[src/rtl/dtec_pkg.sv]
// dtec_pkg: register map, control field layout and reset values of the dual timer
// assumes a classic wishbone slave with 8-bit data in the low lane of a 32-bit bus
package dtec_pkg;
  // register indices; any offset not a multiple of four, so byte address is index*4
  localparam logic [7:0] DTEC_IDX_CNT0 = 8'h0d;
  localparam logic [7:0] DTEC_IDX_CTL0 = 8'h0e;
  localparam logic [7:0] DTEC_IDX_CNT1 = 8'h10;
  localparam logic [7:0] DTEC_IDX_CTL1 = 8'h11;
  // control fields
  localparam int DTEC_BIT_EDGE = 3;
  localparam int DTEC_BIT_RUN = 4;
  localparam int DTEC_BIT_CSEL = 5;
  localparam int DTEC_BIT_MODE_LO = 6;
  localparam int DTEC_BIT_MODE_HI = 7;
  localparam logic [2:0] DTEC_CTL_UNUSED_MASK = 3'h0;
  // reset values: counter off, mode unused
  localparam logic [7:0] DTEC_CTL_RST = 8'h08;
  localparam logic [7:0] DTEC_CNT_RST = 8'h00;
  localparam logic [7:0] DTEC_CNT_MAX = 8'hff;
  // prescale for system clock divided by four
  localparam int DTEC_DIV4 = 4;
  localparam logic [1:0] DTEC_DIV4_LAST = 2'(DTEC_DIV4 - 1);
  typedef enum logic [1:0] {
    DTEC_MODE_OFF,
    DTEC_MODE_EVENT,
    DTEC_MODE_TIMER,
    DTEC_MODE_PULSE
  } dtec_mode_e;
  // pulse width measurement progress
  typedef enum logic [1:0] {
    DTEC_PW_ARM,
    DTEC_PW_COUNT,
    DTEC_PW_DONE
  } dtec_pw_e;
endpackage

[src/rtl/dtec_channel.sv]
// dtec_channel: one 8-bit count-up counter with preload, edge logic and pulse measurement
// assumes pin_i is already synchronised and tick_i is a one-cycle clock enable pulse
`timescale 1ns/10ps
module dtec_channel
  import dtec_pkg::*;
(
  // clock and reset
  input wire logic clk_i,
  input wire logic rst_i,
  // control
  input wire logic [1:0] mode_i,
  input wire logic run_i,
  input wire logic edge_sel_i,
  input wire logic tick_i,
  input wire logic hold_i,
  // synchronised pin
  input wire logic pin_i,
  // preload write
  input wire logic wr_i,
  input wire logic [7:0] wdata_i,
  // state
  output logic [7:0] count_o,
  output logic ovf_o,
  output logic done_o
);
  logic [7:0] preload_r;
  logic pin_d_r;
  dtec_pw_e pw_r;
  dtec_pw_e pw_nxt;
  wire rise = pin_i & ~pin_d_r;
  wire fall = ~pin_i & pin_d_r;
  wire ev_edge = edge_sel_i ? fall : rise;
  wire start_edge = edge_sel_i ? rise : fall;
  wire stop_edge = edge_sel_i ? fall : rise;
  wire is_event = (mode_i == DTEC_MODE_EVENT);
  wire is_timer = (mode_i == DTEC_MODE_TIMER);
  wire is_pulse = (mode_i == DTEC_MODE_PULSE);
  // pin ignored in timer mode; unused mode never counts
  wire inc_raw = (is_event & ev_edge) | (is_timer & tick_i) |
                 (is_pulse & tick_i & (pw_r == DTEC_PW_COUNT));
  wire inc = run_i & ~hold_i & inc_raw;
  wire wrap = inc & (count_o == DTEC_CNT_MAX);

  always_comb begin
    pw_nxt = pw_r;
    done_o = 1'b0;
    if (!(run_i && is_pulse)) begin
      pw_nxt = DTEC_PW_ARM;
    end else begin
      unique case (pw_r)
        DTEC_PW_ARM: if (start_edge) pw_nxt = DTEC_PW_COUNT;
        DTEC_PW_COUNT: begin
          if (stop_edge) begin
            pw_nxt = DTEC_PW_DONE;
            done_o = 1'b1;
          end
        end
        DTEC_PW_DONE: pw_nxt = DTEC_PW_DONE;
      endcase
    end
  end

  always_ff @(posedge clk_i) begin
    if (rst_i) begin
      preload_r <= DTEC_CNT_RST;
      count_o <= DTEC_CNT_RST;
      pin_d_r <= 1'b0;
      pw_r <= DTEC_PW_ARM;
      ovf_o <= 1'b0;
    end else begin
      pin_d_r <= pin_i;
      pw_r <= pw_nxt;
      ovf_o <= wrap;
      if (wr_i) begin
        preload_r <= wdata_i;
      end
      if (wr_i && !run_i) begin
        count_o <= wdata_i;
      end else if (wrap) begin
        count_o <= preload_r;
      end else if (inc) begin
        count_o <= count_o + 8'h01;
      end
    end
  end
endmodule

[src/rtl/dtec_top.sv]
// dtec_top: two timer/event counters behind a classic wishbone slave
// assumes pins are asynchronous; tick sources are one-cycle pulses on clk_i
//
// Added by the designer: register access over Wishbone.
`timescale 1ns/10ps
module dtec_top
  import dtec_pkg::*;
#(
  // build options: 0 system clock, 1 system clock/4
  parameter bit C0_SYS_DIV4 = 1'b0,
  // 0 counter0 overflow, 1 system clock, 2 time base
  parameter logic [1:0] C1_OPT_SRC = 2'h0
) (
  // clock and reset
  input wire logic clk_i,
  input wire logic rst_i,
  // wishbone slave
  input wire logic wb_cyc_i,
  input wire logic wb_stb_i,
  input wire logic wb_we_i,
  input wire logic [7:0] wb_adr_i,
  input wire logic [3:0] wb_sel_i,
  input wire logic [31:0] wb_dat_i,
  output logic [31:0] wb_dat_o,
  output logic wb_ack_o,
  output logic wb_err_o,
  // tick sources and pins
  input wire logic rtc_tick_i,
  input wire logic tbase_tick_i,
  input wire logic counter0_pin_i,
  input wire logic counter1_pin_i,
  // overflow request pulses
  output logic counter0_ovf_o,
  output logic counter1_ovf_o
);
  logic [7:0] ctl0_r;
  logic [7:0] ctl1_r;
  logic [1:0] div_r;
  logic [1:0] sync0_r;
  logic [1:0] sync1_r;
  logic [7:0] cnt0;
  logic [7:0] cnt1;
  logic ovf0;
  logic ovf1;
  logic done0;
  logic done1;

  ////////////////////////////////////////////////////////////////////////////////
  // bus decode
  wire req = wb_cyc_i & wb_stb_i & ~wb_ack_o & ~wb_err_o;
  wire aligned = (wb_adr_i[1:0] == 2'h0);
  wire [7:0] idx = {2'h0, wb_adr_i[7:2]};
  wire hit_c0 = aligned & (idx == DTEC_IDX_CNT0);
  wire hit_k0 = aligned & (idx == DTEC_IDX_CTL0);
  wire hit_c1 = aligned & (idx == DTEC_IDX_CNT1);
  wire hit_k1 = aligned & (idx == DTEC_IDX_CTL1);
  wire hit = hit_c0 | hit_k0 | hit_c1 | hit_k1;
  wire wr_en = req & wb_we_i & wb_sel_i[0];
  wire wr_c0 = wr_en & hit_c0;
  wire wr_c1 = wr_en & hit_c1;
  wire wr_k0 = wr_en & hit_k0;
  wire wr_k1 = wr_en & hit_k1;
  // holding for the whole bus cycle may swallow a tick; a read is never torn
  wire hold0 = wb_cyc_i & wb_stb_i & ~wb_we_i & hit_c0;
  wire hold1 = wb_cyc_i & wb_stb_i & ~wb_we_i & hit_c1;
  wire [7:0] rd_mux = hit_c0 ? cnt0 :
                      hit_k0 ? {ctl0_r[7:3], DTEC_CTL_UNUSED_MASK} :
                      hit_c1 ? cnt1 :
                      hit_k1 ? {ctl1_r[7:3], DTEC_CTL_UNUSED_MASK} : 8'h00;

  ////////////////////////////////////////////////////////////////////////////////
  // clock sources
  wire sys_q = (div_r == DTEC_DIV4_LAST);
  wire c0_sys = C0_SYS_DIV4 ? sys_q : 1'b1;
  wire tick0 = ctl0_r[DTEC_BIT_CSEL] ? c0_sys : rtc_tick_i;
  wire c1_opt = (C1_OPT_SRC == 2'h0) ? ovf0 :
                (C1_OPT_SRC == 2'h1) ? 1'b1 : tbase_tick_i;
  wire tick1 = ctl1_r[DTEC_BIT_CSEL] ? sys_q : c1_opt;

  ////////////////////////////////////////////////////////////////////////////////
  // registers
  always_ff @(posedge clk_i) begin
    if (rst_i) begin
      div_r <= 2'h0;
      sync0_r <= 2'h0;
      sync1_r <= 2'h0;
    end else begin
      div_r <= div_r + 2'h1;
      sync0_r <= {sync0_r[0], counter0_pin_i};
      sync1_r <= {sync1_r[0], counter1_pin_i};
    end
  end

  // the write wins over the auto clear so software can rearm in the done cycle
  always_ff @(posedge clk_i) begin
    if (rst_i) begin
      ctl0_r <= DTEC_CTL_RST;
      ctl1_r <= DTEC_CTL_RST;
    end else begin
      if (wr_k0) ctl0_r <= {wb_dat_i[7:3], 3'h0};
      else if (done0) ctl0_r[DTEC_BIT_RUN] <= 1'b0;
      if (wr_k1) ctl1_r <= {wb_dat_i[7:3], 3'h0};
      else if (done1) ctl1_r[DTEC_BIT_RUN] <= 1'b0;
    end
  end

  always_ff @(posedge clk_i) begin
    if (rst_i) begin
      wb_ack_o <= 1'b0;
      wb_err_o <= 1'b0;
      wb_dat_o <= 32'h0;
    end else begin
      wb_ack_o <= req & hit;
      wb_err_o <= req & ~hit;
      wb_dat_o <= {24'h0, rd_mux};
    end
  end

  always_ff @(posedge clk_i) begin
    if (rst_i) begin
      counter0_ovf_o <= 1'b0;
      counter1_ovf_o <= 1'b0;
    end else begin
      counter0_ovf_o <= ovf0;
      counter1_ovf_o <= ovf1;
    end
  end

  ////////////////////////////////////////////////////////////////////////////////
  // the two channels
  dtec_channel u_ch0 (
    .clk_i(clk_i),
    .rst_i(rst_i),
    .mode_i(ctl0_r[DTEC_BIT_MODE_HI:DTEC_BIT_MODE_LO]),
    .run_i(ctl0_r[DTEC_BIT_RUN]),
    .edge_sel_i(ctl0_r[DTEC_BIT_EDGE]),
    .tick_i(tick0),
    .hold_i(hold0),
    .pin_i(sync0_r[1]),
    .wr_i(wr_c0),
    .wdata_i(wb_dat_i[7:0]),
    .count_o(cnt0),
    .ovf_o(ovf0),
    .done_o(done0)
  );

  dtec_channel u_ch1 (
    .clk_i(clk_i),
    .rst_i(rst_i),
    .mode_i(ctl1_r[DTEC_BIT_MODE_HI:DTEC_BIT_MODE_LO]),
    .run_i(ctl1_r[DTEC_BIT_RUN]),
    .edge_sel_i(ctl1_r[DTEC_BIT_EDGE]),
    .tick_i(tick1),
    .hold_i(hold1),
    .pin_i(sync1_r[1]),
    .wr_i(wr_c1),
    .wdata_i(wb_dat_i[7:0]),
    .count_o(cnt1),
    .ovf_o(ovf1),
    .done_o(done1)
  );
endmodule

[config.mk]
export PLATFORM = sky130hd
export DESIGN_NAME = dtec_top
export DESIGN_NICKNAME = d
export VERILOG_FILES = /design/src/rtl/dtec_pkg.sv /design/src/rtl/dtec_channel.sv /design/src/rtl/dtec_top.sv
export SDC_FILE = /design/constraint.sdc
export NUM_CORES = 1
export LEC_CHECK = 0
export ABC_AREA = 1
export BUFFER_PORTS_ARGS = -buffer_cell sky130_fd_sc_hd__buf_4
export CAP_MARGIN = 20
export CELL_PAD_IN_SITES_DETAIL_PLACEMENT = 1
export CELL_PAD_IN_SITES_GLOBAL_PLACEMENT = 2
export CORE_ASPECT_RATIO = 1.2
export CORE_MARGIN = 3
export CORE_UTILIZATION = 31
export DETAILED_ROUTE_END_ITERATION = 6
export HOLD_SLACK_MARGIN = 0.15
export PLACE_DENSITY_LB_ADDON = 0.12
export SKIP_CTS_REPAIR_TIMING = 1
export SLEW_MARGIN = 10
export SYNTH_ARGS = -nofsm -noshare
export SYNTH_HDL_FRONTEND = slang
export SYNTH_SLANG_ARGS = --single-unit
[constraint.sdc]
create_clock -name clk_i -period 4.3 [get_ports clk_i]
set_clock_uncertainty 0.2 [all_clocks]
set_input_delay 0.645 -clock clk_i [delete_from_list [all_inputs] [get_ports clk_i]]
set_output_delay 0.645 -clock clk_i [all_outputs]
set_load 0.02 [all_outputs]
# Word-level counts from Yosys, hierarchy flattened
# Cells that the tools add are included.
# word_totals
n_memories	0
wordCells	151
latch_bits	0
ram_bits	0
ff_bits	92
rom_bits	0
input_bits	53
# classes
order_cmp	0
n_reduce_logical	17
add_sub_neg	3
n_shift	0
n_mux	32
n_bitwise	55
eq_ne	21
n_div	0
n_mul	0
# ops
operator	n
$mux 8	10
$and 1x1->1	36
$add 8x1->8 const B	2
$eq 8x8->1 const B	2
$mux 1	16
$eq 2x2->1 const B	7
$eq 6x4->1 const B	2
$eq 6x5->1 const B	2
$not 1->1	12
$pmux 2 s3	2
$eq 2x1->1 const B	4
$mux 2	4
$ne 2x1->1 const B	4
$or 1x1->1	7
$logic_not 2->1	3
$reduce_bool 3->1	2
$logic_and 1x1->1	4
$reduce_and 2->1	2
$reduce_bool 2->1	2
$reduce_or 2->1	2
$add 2x1->2 const B	1
$logic_not 1->1	2

# Logic depth before layout (Yosys ltp)
# logic_depth
word_depth	10
ltp_mapped	13
ltp_nobuf	12

# Cells and area by module
# A second synthesis with hierarchy kept.
# hier_totals
hier_cells	578
area_unflattened_um2	3946.3
# modules_own_cells
mod	seq_area_each_um2	n_inst	area_each_um2	cells_per_inst
dtec_channel	400.4	2	1207.4	175
dtec_top	560.5	1	1531.5	228

# Least setup slack after synthesis
# Ideal clock, no wire load.
# synth_timing
kind	input-to-reg
startpoint	input wb_adr_i[1]
endpoint	register u_ch1.count_o[6]
path_stages	10
path_buffers	0
setup_time_ns	0.128
arrival_time_ns	1.577
slack_ns	2.396
required_ns	3.972
cell_sequence	nor2_4 > nand2_2 > nor2_8 > nand2_4 > nor2_8 > inv_4 > nand2_1 > nor2_1 > nor2_1 > nor2_1
# synth_between
elab_chain_cells	9
word_cells_on_any_way	12
classes_between	2 x mux; 7 x bitwise; 3 x reduce/logical
# synth_rtl
element	line	source
start: declaration	dtec_top.sv:21	input wire logic [7:0] wb_adr_i,
$logic_not 2->1 (*)	dtec_top.sv:51	wire aligned = (wb_adr_i[1:0] == 2'h0);
$and 1x1->1 (*)	dtec_top.sv:55	wire hit_c1 = aligned & (idx == DTEC_IDX_CNT1);
$and 1x1->1	dtec_top.sv:65	wire hold1 = wb_cyc_i & wb_stb_i & ~wb_we_i & hit_c1;
$not 1->1	dtec_channel.sv:41	wire inc = run_i & ~hold_i & inc_raw;
$and 1x1->1 (2 in a row)	dtec_channel.sv:41	
$and 1x1->1	dtec_channel.sv:42	wire wrap = inc & (count_o == DTEC_CNT_MAX);
$mux 8	dtec_channel.sv:79	end else if (wrap) begin
$mux 8	dtec_channel.sv:77	if (wr_i && !run_i) begin
end signal: assignment	dtec_channel.sv:78	count_o <= wdata_i;
end signal: assignment	dtec_channel.sv:80	count_o <= preload_r;
end signal: assignment	dtec_channel.sv:82	count_o <= count_o + 8'h01;
end: declaration	dtec_channel.sv:22	output logic [7:0] count_o,
# Every way passes the cells marked *; elsewhere a longest branch is shown, timed or not.
# A chain may end at the register's enable or synchronous reset.

# Worst setup path in the final report
# layout_timing
startpoint	register u_ch0.pw_r[1]
endpoint	register u_ch0.count_o[3]
# layout_between
elab_chain_cells	7
word_cells_on_any_way	8
classes_between	1 x eq/ne; 2 x mux; 4 x bitwise; 1 x reduce/logical
# layout_rtl
element	line	source
start: declaration	dtec_channel.sv:28	dtec_pw_e pw_r;
start signal: assignment	dtec_channel.sv:72	pw_r <= pw_nxt;
$eq 2x1->1 (*)	dtec_channel.sv:40	(is_pulse & tick_i & (pw_r == DTEC_PW_COUNT));
$and 1x1->1 (*)	dtec_channel.sv:40	
$or 1x1->1 (*)	dtec_channel.sv:39	wire inc_raw = (is_event & ev_edge) | (is_timer & tick_i) |
$and 1x1->1 (*)	dtec_channel.sv:41	
$and 1x1->1	dtec_channel.sv:42	
$mux 8	dtec_channel.sv:79	
$mux 8	dtec_channel.sv:77	
end signal: assignment	dtec_channel.sv:78	
end signal: assignment	dtec_channel.sv:80	
end signal: assignment	dtec_channel.sv:82	
end: declaration	dtec_channel.sv:22	
# Marked as above.

==> impl_metrics.csv <==
group,metric,value,unit
outcome,status,"completed",
worst_setup_path,arrival,2.18,ns
worst_setup_path,cp.required,4.38,ns
timing,whs,0.2058,ns
logic_synthesis,synth-xor-area-share,0.6998,%
timing,drv_slew,0,
routing,vias_per_cell,4.622,
job,drv_cap,0,
routing,ant_nets,0,
place,placed_area,4101,um^2
timing,setup_viol,0,
logic_synthesis,synth_flop_cell,"dfxtp_1",
place,port_buffers,36,
logic_synthesis,synth_top_family_by_area,"simple AND/OR/NAND/NOR gates",
worst_setup_path,start_kind,"register",
worst_setup_path,r2r_end,"u_ch0.count_o[3]$_SDFFE_PP0P_",
routing,wirelength,11540,um
timing,fin_crit,2.091,ns
die,rows,43,
worst_setup_path,worst-r2r-cell-count,12,
place,gp_congestion,0.8367,
final_layout,syn2layout_area_growth,16.39,%
grt,antenna_found_initial,0,
logic_synthesis,synth.most_common_cell,"nand2_1",
die,start_util,32.16,%
worst_setup_path,cp-endpoint,"u_ch0.count_o[3]$_SDFFE_PP0P_",
power,peakVddDrop,0.0001430,V
clocking,clk_pin_slew,0.06,ns
die,coreArea,11670,um^2
logic_synthesis,yosysTopAreaCellShare,36.25,%
clocking,cts_num_sinks,68,
logic_synthesis,synth-simple-area-share,34.39,%
final_layout,nNetsFinal,649,
clocking,clk_latency,0.33,ns
worst_setup_path,startpoint,"u_ch0.pw_r[1]$_SDFFE_PP0P_",
die,fp.dieArea,13470,um^2
logic_synthesis,ys_warn_count,0,
grt,grt_usage,17.66,%
timing,report.final.hold_viol_count,0,
worst_setup_path,criticalPathCategory,"reg -> reg",
routing,avgRoutedWirePerCell,15.37,um
logic_synthesis,synth_adder_area_share,2.333,%
die,fp.dieH,126.6,um
clocking,cts_tree,"done",
logic_synthesis,synth-compound-area-share,11.86,%
logic_synthesis,synth-edff-count,0,
grt,grt_max_degree,25,
logic_synthesis,synth.area.top_cells,"dfxtp_1, nand2_1, inv_1, nor2_1, nand3_1",
grt,grt_pass1_wl,18640,um
die,pin_count,89,
worst_setup_path,worstPathMaxFanout,12,
clocking,h-tree-depth,3,
grt,overflow,0,
power,static-leakage-power,2.020,nW
power,power_density,321.9,nW/um^2
timing,rsz0062_at_grt,"false",
routing,dr.pass1.iters,4,
logic_synthesis,synth_top_area_cell,"dfxtp_1",
routing,drc_errors,0,
timing,max_freq,0.4783,GHz
logic_synthesis,synth_area,3755,um^2
worst_setup_path,endpoint_kind,"register",
logic_synthesis,synth_cells,550,
worst_setup_path,rrSetupSlack,2.21,ns
final_layout,drive_above_1_share,13.64,%
routing,drtIter0Drc,120,
worst_hold_path,hp-class,"reg -> reg",
place,hpwl,8781,um
logic_synthesis,seq_area_frac_synth,36.25,%
grt,first_global_vias,3537,
final_layout,diodes,0,
logic_synthesis,ys_types,38,
timing,tns,0,ns
logic_synthesis,syn_area_per_cell,6.827,um^2
logic_synthesis,synth_common_cells,"nand2_1, inv_1, nor2_1, dfxtp_1, nand3_1",
logic_synthesis,synth-seq-cells,68,
clocking,cts_root_buf,"clkbuf_16",
routing,vias,3471,
worst_setup_path,r2r_start,"u_ch0.pw_r[1]$_SDFFE_PP0P_",
final_layout,design_area,4370,um^2
worst_hold_path,whs_path_depth,2,
logic_synthesis,synth.area.mux_share,0,%
timing,post-route-period-util,48.62,%
logic_synthesis,synthArstFlopShare,0,%
die,fp.dieW,106.5,um
clocking,numCtsBuffers,9,
clocking,clockBufferDepth,2,
[worst max-delay path, stage by stage, from the launching register on]
cell	delay (ns)
dfxtp_1	0.30
inv_1	0.09
ha_1	0.19
inv_1	0.06
nand2_1	0.05
o211ai_1	0.08
nand2_1	0.17
nand3_1	0.39
nor2_1	0.26
nand2_1	0.07
nand3_1	0.07
nand2_1	0.05
inv_1	0.05
[worst min-delay path by stage]
stage / start / endpoint / slack (ns)
5_1_grt: u_ch1.ovf_o$_SDFF_PP0_ / counter1_ovf_o$_SDFF_PP0_ / 0.24
6_report: sync0_r[0]$_SDFF_PP0_ / sync0_r[1]$_SDFF_PP0_ / 0.21
3_3_place_gp: sync0_r[0]$_SDFF_PP0_ / sync0_r[1]$_SDFF_PP0_ / 0.19
2_1_floorplan: u_ch1.ovf_o$_SDFF_PP0_ / counter1_ovf_o$_SDFF_PP0_ / 0.19
3_5_place_dp: sync0_r[0]$_SDFF_PP0_ / sync0_r[1]$_SDFF_PP0_ / 0.20
4_1_cts: sync0_r[0]$_SDFF_PP0_ / sync0_r[1]$_SDFF_PP0_ / 0.21
[per-stage QoR]
step | setup slack, ns | power, W | std cells | util (%)
2_1_floorplan | 2.396 | 0.0007165 | 573 | -
3_3_place_gp | 1.922 | 0.0007397 | 735 | 35.13
3_5_place_dp | 1.903 | 0.0007419 | 735 | 35.13
4_1_cts | 2.138 | 0.001425 | 751 | 37.43
5_1_grt | 1.921 | 0.001461 | 751 | 37.43
6_report | 2.209 | 0.001407 | 751 | 37.43
[placed cells by master (no fill, tap or decap), drive strengths merged]
cell / netlist / routed
buf: 28 / 38
a41o: 1 / 1
nand3: 52 / 52
inv: 84 / 84
xor2: 2 / 2
o211a: 1 / 1
o211ai: 6 / 6
nand4: 14 / 14
o21ai: 41 / 41
nor3: 4 / 4
clkinvlp: 0 / 2
a21oi: 23 / 23
ha: 7 / 7
clkbuf: 5 / 9
conb: 1 / 24
nor4: 1 / 1
xnor2: 1 / 1
or2: 3 / 3
dfxtp: 68 / 68
nand3b: 2 / 2
nor2: 89 / 89
nand2: 110 / 110
a31oi: 2 / 2
o22ai: 2 / 2
a211oi: 2 / 2
clkinv: 0 / 5
o2111ai: 1 / 1
[area by class of cell]
class	instances	area [um^2]
clock buffer	9	225.2
clock inverter	7	43.79
fill	1533	7305
inverter	84	317.8
multi-input combinational	388	1941
sequential	68	1361
tap	157	196.4
timing repair buffer	38	285.3
[power by group]
group	internal, W	switching, W
Sequential	0.000635	0.00000241
Clock	0.000387	0.000293
Combinational	0.0000264	0.0000639
Total	0.00105	0.000359
[registers in the layout, summed over array words and instances, names as in the netlist]
signal,count
u_ch0.count_o,8
u_ch0.preload_r,8
u_ch1.count_o,8
u_ch1.preload_r,8
wb_dat_o,8
ctl0_r,5
ctl1_r,5
div_r,2
sync0_r,2
sync1_r,2
u_ch0.pw_r,2
u_ch1.pw_r,2
counter0_ovf_o,1
counter1_ovf_o,1
u_ch0.ovf_o,1
u_ch0.pin_d_r,1
u_ch1.ovf_o,1
u_ch1.pin_d_r,1
wb_ack_o,1
wb_err_o,1
[routing by layer]
layer,vias to the layer above,wire [um],global-route usage (%)
li1,1789,-,-
met1,1611,5399,23.23
met2,65,5620,29.47
met3,6,372,2.443
met4,0,150,6.622
met5,-,0,0
[cell families (layout without fill, tap and decap cells)]
family | count (synthesis) | in the layout
AOI/OAI and AO/OA | 79 | 79
xor gates and xnor gates | 3 | 3
adders and majority gates | 7 | 7
buffers and inverters | 117 | 138
DFF | 68 | 68
other | 1 | 24
and+or+nand+nor | 275 | 275
Power figures use the tool's default switching activity.
